--- src/hdl/pcb_pkg.sv ---
// package for the general-purpose pin configuration bank (pins 3, 5, 6, 7, 8)
// assumes an 8-bit register port on the device clock
package pcb_pkg;
  localparam int          ADDR_W          = 8;
  localparam int          DATA_W          = 8;
  localparam logic [7:0]  PIN3_CTRL_ADDR  = 8'h1F;
  localparam logic [7:0]  PINS56_CTRL_ADDR = 8'h20;
  localparam logic [7:0]  PINS78_CTRL_ADDR = 8'h21;
  localparam logic [7:0]  CTRL_RESET      = 8'h00;
  // field positions within one pin nibble
  localparam int          FLD_EN          = 0;
  localparam int          FLD_DIR         = 1;
  localparam int          FLD_REMOTE      = 2;
  localparam int          FLD_VALUE       = 3;
  // {dir, en} codes
  localparam logic [1:0]  MODE_FUNC_OUT   = 2'h0;
  localparam logic [1:0]  MODE_GP_OUT     = 2'h1;
  localparam logic [1:0]  MODE_TRISTATE   = 2'h2;
  localparam logic [1:0]  MODE_GP_IN      = 2'h3;
  // pin order in the per-pin vectors: 0=pin3, 1=pin5, 2=pin6, 3=pin7, 4=pin8
  localparam int          NUM_PINS        = 5;
  localparam int          SYNC_STAGES     = 3;
endpackage

--- src/hdl/pcb_pin_config_bank.sv ---
// register bank and pin drivers for general-purpose pins 3, 5, 6, 7, 8
// assumes a synchronous register port; pin inputs and remote values arrive asynchronously
//
// Our own choice: the address-and-strobe port.
`timescale 1ns/1ns

module pcb_pin_config_bank
  import pcb_pkg::*;
(
  input  wire logic                clk,
  input  wire logic                rst_n,
  input  wire logic [ADDR_W-1:0]   regAddr,
  input  wire logic [DATA_W-1:0]   regWrData,
  input  wire logic                regWrite,
  input  wire logic                regRead,
  output logic      [DATA_W-1:0]   regRdData,
  input  wire logic                secondPortSelect,
  input  wire logic [NUM_PINS-1:0] remoteValue,
  input  wire logic [NUM_PINS-1:0] funcOut,
  input  wire logic [NUM_PINS-1:0] pinIn,
  output logic      [NUM_PINS-1:0] pinOut,
  output logic      [NUM_PINS-1:0] pinOe,
  input  wire logic                secondPortPin3In,
  output logic                     secondPortPin3Out,
  output logic                     secondPortPin3Oe,
  output logic      [NUM_PINS-1:0] pinInSync,
  output logic                     secondPortPin3InSync
);

  logic [7:0]            pin3Ctrl_q;
  logic [7:0]            pins56Ctrl_q;
  logic [7:0]            pins78Ctrl_q;
  logic [DATA_W-1:0]     rdData_d;
  logic [3:0]            nibble [NUM_PINS];
  logic [NUM_PINS-1:0]   outVal;
  logic [NUM_PINS-1:0]   outEn;
  logic [NUM_PINS:0]     syncIn;
  logic [NUM_PINS:0]     sync1_q;
  logic [NUM_PINS:0]     sync2_q;
  logic [NUM_PINS:0]     sync3_q;
  logic [NUM_PINS:0]     syncOut_q;
  logic [NUM_PINS-1:0]   remSync1_q;
  logic [NUM_PINS-1:0]   remSync2_q;
  logic [NUM_PINS-1:0]   remSync3_q;
  logic [NUM_PINS-1:0]   remVal_q;

  // whole byte stored, upper nibble of pin 3 included
  always_ff @(posedge clk)
  begin
    if (!rst_n)
    begin
      pin3Ctrl_q   <= CTRL_RESET;
      pins56Ctrl_q <= CTRL_RESET;
      pins78Ctrl_q <= CTRL_RESET;
    end
    else if (regWrite)
    begin
      if (regAddr == PIN3_CTRL_ADDR)
        pin3Ctrl_q <= regWrData;
      if (regAddr == PINS56_CTRL_ADDR)
        pins56Ctrl_q <= regWrData;
      if (regAddr == PINS78_CTRL_ADDR)
        pins78Ctrl_q <= regWrData;
    end
  end

  always_comb
  begin
    unique case (regAddr)
      PIN3_CTRL_ADDR:   rdData_d = pin3Ctrl_q;
      PINS56_CTRL_ADDR: rdData_d = pins56Ctrl_q;
      PINS78_CTRL_ADDR: rdData_d = pins78Ctrl_q;
      default:          rdData_d = '0;
    endcase
  end

  // read data valid only in the cycle after the strobe
  always_ff @(posedge clk)
  begin
    if (!rst_n)
      regRdData <= '0;
    else if (regRead)
      regRdData <= rdData_d;
    else
      regRdData <= '0;
  end

  // per-pin nibble view, pin order 3, 5, 6, 7, 8
  assign nibble[0] = pin3Ctrl_q[3:0];
  assign nibble[1] = pins56Ctrl_q[3:0];
  assign nibble[2] = pins56Ctrl_q[7:4];
  assign nibble[3] = pins78Ctrl_q[3:0];
  assign nibble[4] = pins78Ctrl_q[7:4];

  // remote values cross into clk through three stages
  always_ff @(posedge clk)
  begin
    if (!rst_n)
    begin
      remSync1_q <= '0;
      remSync2_q <= '0;
      remSync3_q <= '0;
      remVal_q   <= '0;
    end
    else
    begin
      remSync1_q <= remoteValue;
      remSync2_q <= remSync1_q;
      remSync3_q <= remSync2_q;
      for (int i = 0; i < NUM_PINS; i++)
        if (remSync2_q[i] == remSync3_q[i])
          remVal_q[i] <= remSync3_q[i];
    end
  end

  // remote enable tested first so it outranks the local code
  genvar g;
  generate
    for (g = 0; g < NUM_PINS; g++)
    begin : gPin
      always_comb
      begin
        if (nibble[g][FLD_REMOTE])
        begin
          outEn[g]  = 1'b1;
          outVal[g] = remVal_q[g];
        end
        else
        begin
          unique case ({nibble[g][FLD_DIR], nibble[g][FLD_EN]})
            MODE_FUNC_OUT:
            begin
              outEn[g]  = 1'b1;
              outVal[g] = funcOut[g];
            end
            MODE_GP_OUT:
            begin
              outEn[g]  = 1'b1;
              outVal[g] = nibble[g][FLD_VALUE];
            end
            MODE_TRISTATE:
            begin
              outEn[g]  = 1'b0;
              outVal[g] = 1'b0;
            end
            MODE_GP_IN:
            begin
              outEn[g]  = 1'b0;
              outVal[g] = 1'b0;
            end
          endcase
        end
      end
    end
  endgenerate

  // pin 3 register steers either the first-port or second-port pin
  always_ff @(posedge clk)
  begin
    if (!rst_n)
    begin
      pinOut            <= '0;
      pinOe             <= '0;
    end
    else
    begin
      pinOut[NUM_PINS-1:1] <= outVal[NUM_PINS-1:1];
      pinOe[NUM_PINS-1:1]  <= outEn[NUM_PINS-1:1];
      pinOut[0]            <= secondPortSelect ? 1'b0 : outVal[0];
      pinOe[0]             <= secondPortSelect ? 1'b0 : outEn[0];
    end
  end

  // second-port pin 3 follows the register only while selected
  always_ff @(posedge clk)
  begin
    if (!rst_n)
    begin
      secondPortPin3Out <= 1'b0;
      secondPortPin3Oe  <= 1'b0;
    end
    else
    begin
      secondPortPin3Out <= secondPortSelect ? outVal[0] : 1'b0;
      secondPortPin3Oe  <= secondPortSelect ? outEn[0] : 1'b0;
    end
  end

  // pin levels synchronised for readback by other logic
  assign syncIn = {secondPortPin3In, pinIn};

  always_ff @(posedge clk)
  begin
    if (!rst_n)
    begin
      sync1_q   <= '0;
      sync2_q   <= '0;
      sync3_q   <= '0;
      syncOut_q <= '0;
    end
    else
    begin
      sync1_q <= syncIn;
      sync2_q <= sync1_q;
      sync3_q <= sync2_q;
      for (int i = 0; i <= NUM_PINS; i++)
        if (sync2_q[i] == sync3_q[i])
          syncOut_q[i] <= sync3_q[i];
    end
  end

  assign pinInSync            = syncOut_q[NUM_PINS-1:0];
  assign secondPortPin3InSync = syncOut_q[NUM_PINS];

endmodule // pcb_pin_config_bank

--- config.mk ---
export PLATFORM = sky130hd
export DESIGN_NAME = pcb_pin_config_bank
export DESIGN_NICKNAME = d
export VERILOG_FILES = /design/src/hdl/pcb_pkg.sv /design/src/hdl/pcb_pin_config_bank.sv
export SDC_FILE = /design/constraint.sdc
export NUM_CORES = 1
export LEC_CHECK = 0
export ABC_AREA = 1
export BUFFER_PORTS_ARGS = -buffer_cell sky130_fd_sc_hd__buf_2
export CAP_MARGIN = 40
export CORE_MARGIN = 2
export CORE_UTILIZATION = 40
export DETAILED_ROUTE_END_ITERATION = 6
export PLACE_DENSITY = 0.63
export SLEW_MARGIN = 10
export SYNTH_ARGS = -nofsm -noshare
export SYNTH_HDL_FRONTEND = slang
export SYNTH_SLANG_ARGS = --single-unit
--- constraint.sdc ---
create_clock -name clk -period 0.8 [get_ports clk]
set_input_delay 0.08 -clock clk [delete_from_list [all_inputs] [get_ports clk]]
set_output_delay 0.08 -clock clk [all_outputs]
set_load 0.005 [all_outputs]
### Yosys cells after proc, flatten, opt, wreduce, memory -nomap -nowiden

Cells that the tools add are included.

* RAM bits: 0
* word-level logic and storage cells: 99
* latch bits: 0
* bits in registers: 88
* output and inout bits: 26
* memories kept: 0
* ROM bits: 0
* input bits: 37

* shift operators: 0
* multipliers: 0
* reduce and logical (&&, ||, !) cells: 21
* add/sub/neg operators: 0
* $lt $le $gt $ge: 0
* bitwise gates (word level): 1
* equal/unequal tests: 29
* divide/modulo/power cells: 0
* mux-type cells: 21

Operators with widths (number)
* case mux 8 bit (3 select lines): 1
* OR reduction 2 bit: 11
* equality test 2 bit, second input constant: 10
* equality test 8 x 6 -> 1 bit, second input constant: 2
* case mux 1 bit (3 select lines): 5
* equality test 1 bit: 11
* equality test 2 x 1 -> 1 bit, second input constant: 5
* zero test 2 bit: 5
* two-way mux 1 bit: 10
* case mux 1 bit (2 select lines): 5
* AND reduction 2 bit: 5
* equality test 8 x 5 -> 1 bit, second input constant: 1
* NOT 1 bit: 1

### Longest topological paths before layout

Gate-level depths: netlist (run 1).

* depth after elaboration: 4
* gate-level depth with buffers: 8
* depth with buffers taken out: 7

### Worst setup path before layout (run 1)

OpenSTA, ideal clock, no wires.

* kind: input to register
* start: input regAddr[6]
* end: register pins78Ctrl_q[0]
* setup time: 113 ps
* stages on the path: 7
* arrival: 768 ps
* path slack: -81 ps
* buffers on the path: 1
* data required time: 687 ps
* path through: inv_1 nand2_2 nor2_8 nand3_4 buf_6 nor2_1 nor2_1

* cells in the longest elaborated chain, start to end: 2

Ends and longest elaborated chain
* start, declared: line pcb_pin_config_bank.sv:12 `input wire logic [ADDR_W-1:0] regAddr,`
* equality test 8 x 6 -> 1 bit: line pcb_pin_config_bank.sv:62 `if (regAddr == PINS78_CTRL_ADDR)`
* AND reduction 2 bit (no source line)
* end signal, assigned: line pcb_pin_config_bank.sv:63 `pins78Ctrl_q <= regWrData;`
* end, declared: line pcb_pin_config_bank.sv:32 `logic [7:0] pins78Ctrl_q;`

No other way between the ends.
A chain may end at the register's enable or synchronous reset.

### Worst setup path in the final report (run 1)

* start: register syncOut_q[5]
* end: output secondPortPin3InSync

RTL lines
* start, declared: line pcb_pin_config_bank.sv:41 `logic [NUM_PINS:0] syncOut_q;`
* start signal, assigned by index: line pcb_pin_config_bank.sv:208 `syncOut_q[i] <= sync3_q[i];`
* end, declared: line pcb_pin_config_bank.sv:27 `output logic secondPortPin3InSync`

No word-level cell between the ends.

==> results of run 1 <==
[routing by layer]
metal	track usage, %	share of wire (%)	vias up
met1	20.8	46	1312
met2	25.9	45	86
met5	0	0	-
met3	6.25	7.1	10
met4	5.71	1.4	0
li1	-	-	1558
[worst min-delay path, delay by kind of cell]
| kind | cells | cell delay, ns |
|---|---|---|
| buffers and inverters | 1 | 0.11 |
| AND/OR/NAND/NOR | 2 | 0.12 |
[power by group]
part           internal [uW]  switching, uW  total, uW
sequential              4480           36.4       4520
combinational            298            344        641
clock                   1570           1640       3210
[final timing paths]
| path | endpoint | cells past startpoint | slack [ns] | from |
|---|---|---|---|---|
| min reg2reg | remSync2_q[1]$_SDFF_PN0_ | 2 | 0.42 | remSync1_q[1]$_SDFF_PN0_ |
| min | pin3Ctrl_q[2]$_SDFFE_PN0P_ | 3 | -0.002 | regWrData[2] |
| max reg2reg | pinOut[0]$_SDFF_PP0_ | 5 | -0.05 | pin3Ctrl_q[1]$_SDFFE_PN0P_ |
| max | secondPortPin3InSync | 1 | -0.10 | syncOut_q[5]$_SDFFE_PN0N_ |
[synth_stat cells, drive strengths merged]
master,number
clkinv,1
buf,11
inv,78
nand2,96
clkbuf,4
dfxtp,88
nor2,75
or2,1
nand3,42
nand4,5
o21ai,16
o2111ai,4
a21oi,22
[kinds of logic (layout without fill, tap and decap cells)]
| family | count (synthesis) | after routing |
|---|---|---|
| compound gates | 42 | 42 |
| buf+inv | 94 | 203 |
| flops | 88 | 88 |
| simple gates | 219 | 220 |
[flip-flops by register name, summed over array words and instances, names as in the netlist]
| name | count |
|---|---|
| pin3Ctrl_q | 8 |
| pinOe | 5 |
| pinOut | 5 |
| pins56Ctrl_q | 8 |
| pins78Ctrl_q | 8 |
| regRdData | 8 |
| remSync1_q | 5 |
| remSync2_q | 5 |
| remSync3_q | 5 |
| remVal_q | 5 |
| secondPortPin3Oe | 1 |
| secondPortPin3Out | 1 |
| sync1_q | 6 |
| sync2_q | 6 |
| sync3_q | 6 |
| syncOut_q | 6 |
[cell type report]
class / count / area (um^2)
clock buffers: 10 / 138
clock inverters: 6 / 75.1
fillers: 773 / 3580
inverters: 79 / 334
multi-input cells: 262 / 1350
flip-flops and latches: 88 / 1790
well taps: 105 / 131
repair buffers: 108 / 777
[repair_timing]
| item | 4_1_cts | 5_1_grt |
|---|---|---|
| pin swaps | 0 | 15 |
| gates resized for setup | 20 | 49 |
| cloned | 0 | 1 |
| hold buffers | 19 | 1 |
| buffers inserted | 4 | 4 |
| endpoints found under the setup margin | 33 | 49 |
| endpoints found under the hold margin | 22 | 4 |
[metrics by stage]
stage                     utilization, %  setup slack [ns]  instances  power (uW)
after floorplan                        -           -0.0399        443        4920
after global placement              48.5            -0.319        615        5160
after detailed placement            48.5            -0.316        615        5170
after CTS                           54.1            -0.119        654        8450
after global routing                56.2            -0.151        658        8750
final                               56.2            -0.101        658        8370
[cells in the final DEF, fill, tap and decap left out, drive strengths merged]
cell type    synthesis  routed
dlygate4sd3          0      19
buf                 11      89
bufinv               0       1
o21ai               16      16
clkinvlp             0       1
dfxtp               88      88
clkinv               1       3
nor2                75      75
clkbuf               4      10
inv                 78      80
or2                  1       1
o2111ai              4       4
nand2               96      96
nand3               42      43
a21oi               22      22
nand4                5       5
==> results.py, run 1 <==
metrics = {
    "finish": {
        "layout.nets": 585,
        "postLayoutCellArea_mm2": 0.00460,
        "diodes": 0,
        "final_layout_size_suffix_gt1_share_pct": 32.2,
        "syn_to_final_growth_pct": 36.8,
    },
    "logic_synthesis": {
        "synth_top_cells_by_area": "dfxtp_1, nand2_1, inv_1, nor2_1, nand3_1",
        "synth_seq_cells": 88,
        "synthDistinctLibCells": 22,
        "syn-cell-area_mm2": 0.00336,
        "synth-compound-area-share_pct": 6.70,
        "syn_nets": 480,
        "synth-xor-area-share_pct": 0,
        "ys_seq_area_share_pct": 52.4,
        "synth_top_cell_by_area": "dfxtp_1",
        "synth_simple_gate_area_share_pct": 29.6,
        "synth_cells": 443,
        "yosysWarningCount": 0,
        "synth_top_family_by_area": "simple AND/OR/NAND/NOR gates",
        "synthAdderAreaFrac_pct": 0,
        "synthMuxAreaShare_pct": 0,
        "synth_top_area_share_pct": 52.4,
        "syn_area_per_cell_um2": 7.58,
    },
    "critical_path": {
        "path_cells": "buf_2",
        "critPathBufInv": 1,
        "cp-end-kind": "output port",
        "cp_top_family": "flip-flops",
        "critPathKind": "reg2out",
        "slowest_delay_ns": 0.35,
        "crit_fanout": 3,
        "required_ns": 0.72,
        "startpoint_type": "register",
        "arrival_ns": 0.82,
        "cp_slowest_cell": "dfxtp_2",
    },
    "global_route": {
        "grt_pass1_wl_mm": 11.6,
        "grt_max_degree": 48,
        "grt_overflow_total": 0,
        "grt_pass1_vias": 2573,
        "grt_usage_pct": 16.5,
        "antenna_found_initial": 0,
    },
    "power_and_ir_drop": {
        "cellLeakagePower_uw": 0.00241,
        "powerDensity_mw_per_mm2": 1820,
        "ir_worst_vdd_uv": 1260,
    },
    "timing": {
        "tns_ns": -1.70,
        "tightest_slew_ns": 0.220,
        "fin_crit_ns": 0.901,
        "fin_ws_ns": -0.101,
        "rsz0062_at_grt": "yes",
        "slew_headroom_pct": 85.3,
        "slew_viol_final": 0,
        "fmax_mhz": 1110,
        "timing.final.crit_share_pct": 113,
        "report.final.hold_viol_count": 1,
        "setup_viol": 29,
        "fin_hold_ws_ns": -0.00191,
        "fin_skew_ns": 0.00738,
    },
    "hold_path": {
        "min-delay-path-class": "in2reg",
    },
    "clock_network": {
        "clock_latency_ns": 0.36,
        "cts_tree": "done",
        "clock-root-buffer": "clkbuf_8",
        "path_clk_slew_ns": 0.09,
        "clock_sinks": 88,
        "cts_buffers": 9,
        "clock_path_buffers": 2,
        "htreeDepth": 3,
    },
    "status": {
        "violations": "negative hold slack, negative setup slack",
        "outcome": "finished with violations",
    },
    "drt": {
        "wl_per_cell_um": 10.9,
        "postRouteAntennaNets": 0,
        "drtIter0Drc": 167,
        "vias": 2966,
        "drc": 0,
        "vias_per_cell": 4.51,
        "wirelength_mm": 7.20,
        "dr.pass1.iters": 5,
    },
    "floorplanning": {
        "start_util_pct": 41.1,
        "rows": 33,
        "die_w_um": 95.6,
        "die_h_um": 95.6,
        "die_area_mm2": 0.00915,
        "io_pins": 63,
        "core_area_mm2": 0.00818,
    },
    "flow_run": {
        "max-cap-violations": 0,
    },
    "place": {
        "placed_area_mm2": 0.00396,
        "port_buffers": 62,
        "gp_congestion": 0.856,
        "dp_hpwl_mm": 4.96,
    },
}
Power figures use the tool's default switching activity.
==> run 2, diff against run 1 <==
Settings changed: BUFFER_PORTS_ARGS -buffer_cell sky130_fd_sc_hd__buf_2 to -buffer_cell sky130_fd_sc_hd__buf_4.
==> results.py, run 2 (synthesized netlist as in run 1, its figures left out) <==
metrics = {
    "finish": {
        "seqCellArea_mm2": 0.00181,
        "stdcell_count": 660,
        "diodes": 0,
        "multi_input_area_mm2": 0.00133,
        "layout.nets": 587,
        "layout_common_cells": "nand2_1, buf_4, nor2_1",
        "mostFrequentLayoutCell": "nand2_1",
        "final_layout_size_suffix_gt1_share_pct": 33.9,
        "fillers": 773,
        "syn_to_final_growth_pct": 41.5,
    },
    "drt": {
        "met2WireLength_mm": 3.42,
        "vias": 2945,
        "wirelength_mm": 7.05,
        "topRoutingLayerUsed": "met4",
        "postRouteAntennaNets": 0,
        "drc": 0,
        "vias_per_cell": 4.46,
        "wl_met3_um": 409,
        "wl_per_cell_um": 10.7,
        "dr.pass1.iters": 5,
        "met1_length_mm": 3.15,
        "drtIter0Drc": 147,
    },
    "critical_path": {
        "cp-end-kind": "output port",
        "slowest_delay_ns": 0.34,
        "r2r_slack_ns": -0.03,
        "cp_slowest_cell": "dfxtp_2",
        "cp_top_family": "flip-flops",
        "critPathBufInv": 1,
        "path_cells": "buf_6",
        "arrival_ns": 0.79,
        "r2r_end": "secondPortPin3Out$_SDFF_PN0_",
        "rr_startpoint": "pin3Ctrl_q[3]$_SDFFE_PN0P_",
        "crit_fanout": 3,
        "required_ns": 0.72,
        "critPathKind": "reg2out",
        "startpoint_type": "register",
        "r2r_cells": 6,
    },
    "hold_path": {
        "min_from": "rst_n",
        "hold_end": "syncOut_q[1]$_SDFFE_PN0N_",
        "min-delay-path-class": "in2reg",
        "hold_path_depth": 3,
    },
    "global_route": {
        "grt_max_degree": 37,
        "grt_pass1_wl_mm": 11.6,
        "grt_usage_pct": 16.2,
        "grt_overflow_total": 0,
        "antenna_found_initial": 0,
        "grt_pass1_vias": 2655,
    },
    "timing": {
        "fmax_mhz": 1140,
        "setup_viol": 29,
        "fin_skew_ns": 0.00508,
        "fin_ws_ns": -0.0741,
        "tns_ns": -1.40,
        "slew_viol_final": 0,
        "report.final.hold_viol_count": 0,
        "fin_crit_ns": 0.874,
        "tightest_slew_ns": 0.239,
        "slew_headroom_pct": 84.1,
        "rsz0062_at_grt": "yes",
        "timing.final.crit_share_pct": 109,
    },
    "floorplanning": {
        "core_area_mm2": 0.00818,
        "die_area_mm2": 0.00915,
        "start_util_pct": 41.1,
        "io_pins": 63,
        "rows": 33,
        "die_w_um": 95.6,
        "die_h_um": 95.6,
    },
    "clock_network": {
        "clock_path_buffers": 2,
        "clock-root-buffer": "clkbuf_8",
        "clock_sinks": 88,
        "cts_buffers": 9,
        "htreeDepth": 3,
        "path_clk_slew_ns": 0.09,
        "cts_tree": "done",
        "clock_latency_ns": 0.35,
    },
    "power_and_ir_drop": {
        "p_clk_share_pct": 34.2,
        "cellLeakagePower_uw": 0.00245,
        "p_int_uw": 6000,
        "total_power_uw": 7960,
        "p_sw_share_pct": 24.6,
        "power.share.combinational_pct": 9.0,
        "pwr-share-seq_pct": 56.7,
        "powerDensity_mw_per_mm2": 1680,
        "p_switching_uw": 1960,
        "ir_worst_vdd_uv": 1130,
    },
    "flow_run": {
        "max-cap-violations": 0,
    },
    "status": {
        "violations": "negative setup slack",
        "outcome": "finished with violations",
    },
    "place": {
        "gp_congestion": 0.867,
        "port_buffers": 62,
        "placed_cells": 618,
        "dp_hpwl_mm": 5.09,
    },
}
run 2: power groups by stage:
| stage | Combinational, uW | Clock (uW) | Sequential (uW) |
|---|---|---|---|
| after floorplan | 301 | 0 | 4620 |
| after global placement | 612 | 0 | 4620 |
| after detailed placement | 620 | 0 | 4620 |
| after CTS | 708 | 2850 | 4520 |
| after global routing | 798 | 3030 | 4530 |
| final | 720 | 2730 | 4510 |
run 2: cell type report:
| type | count | area share, % |
|---|---|---|
| Multi-Input combinational cell | 261 | 28.0 |
| Inverter | 79 | 7.03 |
| Clock buffer | 9 | 2.61 |
| Timing Repair Buffer | 111 | 20.5 |
| Tap cell | 105 | 2.76 |
| Clock inverter | 7 | 1.13 |
| Sequential cell | 88 | 38.0 |
run 2: stage by stage:
stage	util, %	hold slack [ns]	setup slack, ns	area [um^2]
6_report	58.1	0.0253	-0.0741	4750
5_1_grt	58.1	0.0438	-0.125	4750
4_1_cts	56.4	0.00756	-0.0997	4610
3_5_place_dp	50.6	0.263	-0.255	4140
3_3_place_gp	50.6	0.261	-0.232	4140
2_1_floorplan	-	0.178	-0.0399	3450
run 2: what timing repair did:
action | in CTS | in global routing
setup buffers | 4 | 2
hold buffers | 20 | 0
setup endpoints to repair | 33 | 42
pin swaps | 3 | 13
gates resized for setup | 34 | 58
endpoints found under the hold margin | 26 | 0
run 2: worst max path at each step:
stage               depth (start not counted)                       from  slack [ns]                           end
floorplan                                   7                 regAddr[7]       -0.04  pins78Ctrl_q[0]$_SDFFE_PN0P_
finish                                      1  syncOut_q[3]$_SDFFE_PN0N_       -0.07                  pinInSync[3]
global placement                            8                 regAddr[7]       -0.23  pins56Ctrl_q[4]$_SDFFE_PN0P_
global route                                1  syncOut_q[3]$_SDFFE_PN0N_       -0.12                  pinInSync[3]
detailed placement                          7                 regAddr[7]       -0.25  pins78Ctrl_q[5]$_SDFFE_PN0P_
CTS                                         1  syncOut_q[4]$_SDFFE_PN0N_        -0.1                  pinInSync[4]
run 2: per-layer routing:
layer	vias to the layer above	track usage (%)
met5	-	0
met4	0	5.00
met3	9	5.14
met2	62	27.5
met1	1299	19.6
li1	1575	-
==> run 3, diff against run 2 <==
Settings changed: SETUP_SLACK_MARGIN set to 0.1.
==> results.py, run 3 (synthesized netlist as in run 1, its figures left out) <==
metrics = {
    "status": {
        "outcome": "finished with violations",
        "violations": "negative hold slack, negative setup slack",
    },
    "critical_path": {
        "cp_top_family": "flip-flops",
        "slowest_delay_ns": 0.34,
        "path_cells": "buf_6",
        "critPathBufInv": 1,
        "cp-end-kind": "output port",
        "required_ns": 0.72,
        "arrival_ns": 0.80,
        "cp_slowest_cell": "dfxtp_2",
        "startpoint_type": "register",
        "crit_fanout": 2,
        "critPathKind": "reg2out",
    },
    "timing": {
        "timing.final.crit_share_pct": 110,
        "rsz0062_at_grt": "yes",
        "tightest_slew_ns": 0.319,
        "setup_viol": 31,
        "slew_headroom_pct": 78.7,
        "fin_hold_ws_ns": -0.0294,
        "fin_skew_ns": 0.00858,
        "slew_viol_final": 0,
        "report.final.hold_viol_count": 2,
        "fin_crit_ns": 0.880,
        "fin_ws_ns": -0.0799,
        "fmax_mhz": 1140,
    },
    "power_and_ir_drop": {
        "cellLeakagePower_uw": 0.00259,
        "p_int_uw": 6840,
        "p_sw_share_pct": 23.0,
        "pwr-share-seq_pct": 50.7,
        "powerDensity_mw_per_mm2": 1690,
        "power.share.combinational_pct": 9.4,
        "p_switching_uw": 2040,
        "p_clk_share_pct": 39.9,
        "total_power_uw": 8880,
        "ir_worst_vdd_uv": 1130,
    },
    "finish": {
        "utilization_pct": 64.1,
        "final_layout_size_suffix_gt1_share_pct": 45.8,
        "mostFrequentLayoutCell": "nand2_1",
        "layout.nets": 593,
        "diodes": 0,
        "layout_common_cells": "nand2_1, inv_1, nor2_1",
        "syn_to_final_growth_pct": 56.0,
    },
    "floorplanning": {
        "start_util_pct": 41.1,
        "io_pins": 63,
        "rows": 33,
        "die_area_mm2": 0.00915,
        "die_h_um": 95.6,
        "die_w_um": 95.6,
        "core_area_mm2": 0.00818,
    },
    "global_route": {
        "antenna_found_initial": 0,
        "grt_overflow_total": 0,
        "grt_pass1_vias": 2808,
        "grt_pass1_wl_mm": 12.4,
        "grt_usage_pct": 17.6,
        "grt_max_degree": 42,
    },
    "clock_network": {
        "cts_buffers": 9,
        "path_clk_slew_ns": 0.09,
        "clock-root-buffer": "clkbuf_8",
        "cts_tree": "done",
        "clock_path_buffers": 2,
        "htreeDepth": 3,
        "clock_latency_ns": 0.35,
        "clock_sinks": 88,
    },
    "place": {
        "dp_hpwl_mm": 5.11,
        "gp_congestion": 0.861,
        "dp_slack_ns": -0.253,
        "port_buffers": 62,
    },
    "hold_path": {
        "min-delay-path-class": "in2reg",
    },
    "drt": {
        "wirelength_mm": 7.98,
        "drc": 0,
        "vias": 3061,
        "wl_per_cell_um": 12.0,
        "postRouteAntennaNets": 0,
        "vias_per_cell": 4.60,
        "dr.pass1.iters": 4,
        "drtIter0Drc": 208,
    },
    "flow_run": {
        "max-cap-violations": 0,
    },
}
## run 3: changes by cell type in the layout (fill, tap and decap cells not counted), moves of 6 or more
cell / previous run / this run
a21oi_1: 21 / 15
nand3_2: 5 / 31
nor2_1: 65 / 57
buf_6: 21 / 34
nand3_1: 35 / 9
buf_4: 70 / 56
nor2_2: 4 / 10
nand2_2: 5 / 16
a21oi_2: 1 / 7
nand2_1: 86 / 72
## run 3: what timing repair did
action | in CTS | in global routing
hold buffers | 23 | 5
pin swaps | 22 | 47
gates resized for setup | 65 | 101
setup buffers | 6 | 4
cloned | 0 | 1
endpoints found under the hold margin | 27 | 8
setup endpoints to repair | 46 | 71
## run 3: power groups by stage
| stage | sequential [uW] | combinational [uW] | clock (uW) |
|---|---|---|---|
| 2_1_floorplan | 4620 | 330 | 0 |
| 3_3_place_gp | 4620 | 647 | 0 |
| 3_5_place_dp | 4620 | 655 | 0 |
| 4_1_cts | 4520 | 766 | 3620 |
| 5_1_grt | 4520 | 906 | 3790 |
| 6_report | 4510 | 835 | 3540 |
## run 3: area by class of cell
cell class / count / area, um^2
fill: 694 / 2930
multi-input combinational: 262 / 1590
tap: 105 / 131
clock inverter: 5 / 87.6
timing repair buffer: 116 / 1080
sequential: 88 / 1830
inverter: 79 / 374
clock buffer: 11 / 151
## run 3: worst paths after layout
| check | depth (start not counted) | slack [ns] | end | start |
|---|---|---|---|---|
| worst max-delay path | 1 | -0.08 | pinInSync[3] | syncOut_q[3]$_SDFFE_PN0N_ |
| worst min-delay path | 3 | -0.03 | pin3Ctrl_q[3]$_SDFFE_PN0P_ | regWrData[3] |
| worst max register to register | 6 | -0.04 | secondPortPin3Out$_SDFF_PN0_ | pin3Ctrl_q[3]$_SDFFE_PN0P_ |
| worst min register to register | 2 | 0.41 | remSync2_q[1]$_SDFF_PN0_ | remSync1_q[1]$_SDFF_PN0_ |
## run 3: routing by layer
| layer | wire, um | part of all wire [%] | GRT usage [%] |
|---|---|---|---|
| met1 | 3630 | 46 | 21.8 |
| met2 | 3790 | 48 | 29.1 |
| met3 | 402 | 5.0 | 4.27 |
| met4 | 151 | 1.9 | 7.74 |
| met5 | 0 | 0 | 0 |
## run 3: through the flow
stage | setup TNS, ns | instances | instance area [um^2]
after CTS | -2.25 | 661 | 4880
after floorplan | -0.256 | 443 | 3540
after detailed placement | -6.97 | 616 | 4200
final | -1.66 | 666 | 5240
after global routing | -3.01 | 666 | 5240
after global placement | -6.14 | 616 | 4200
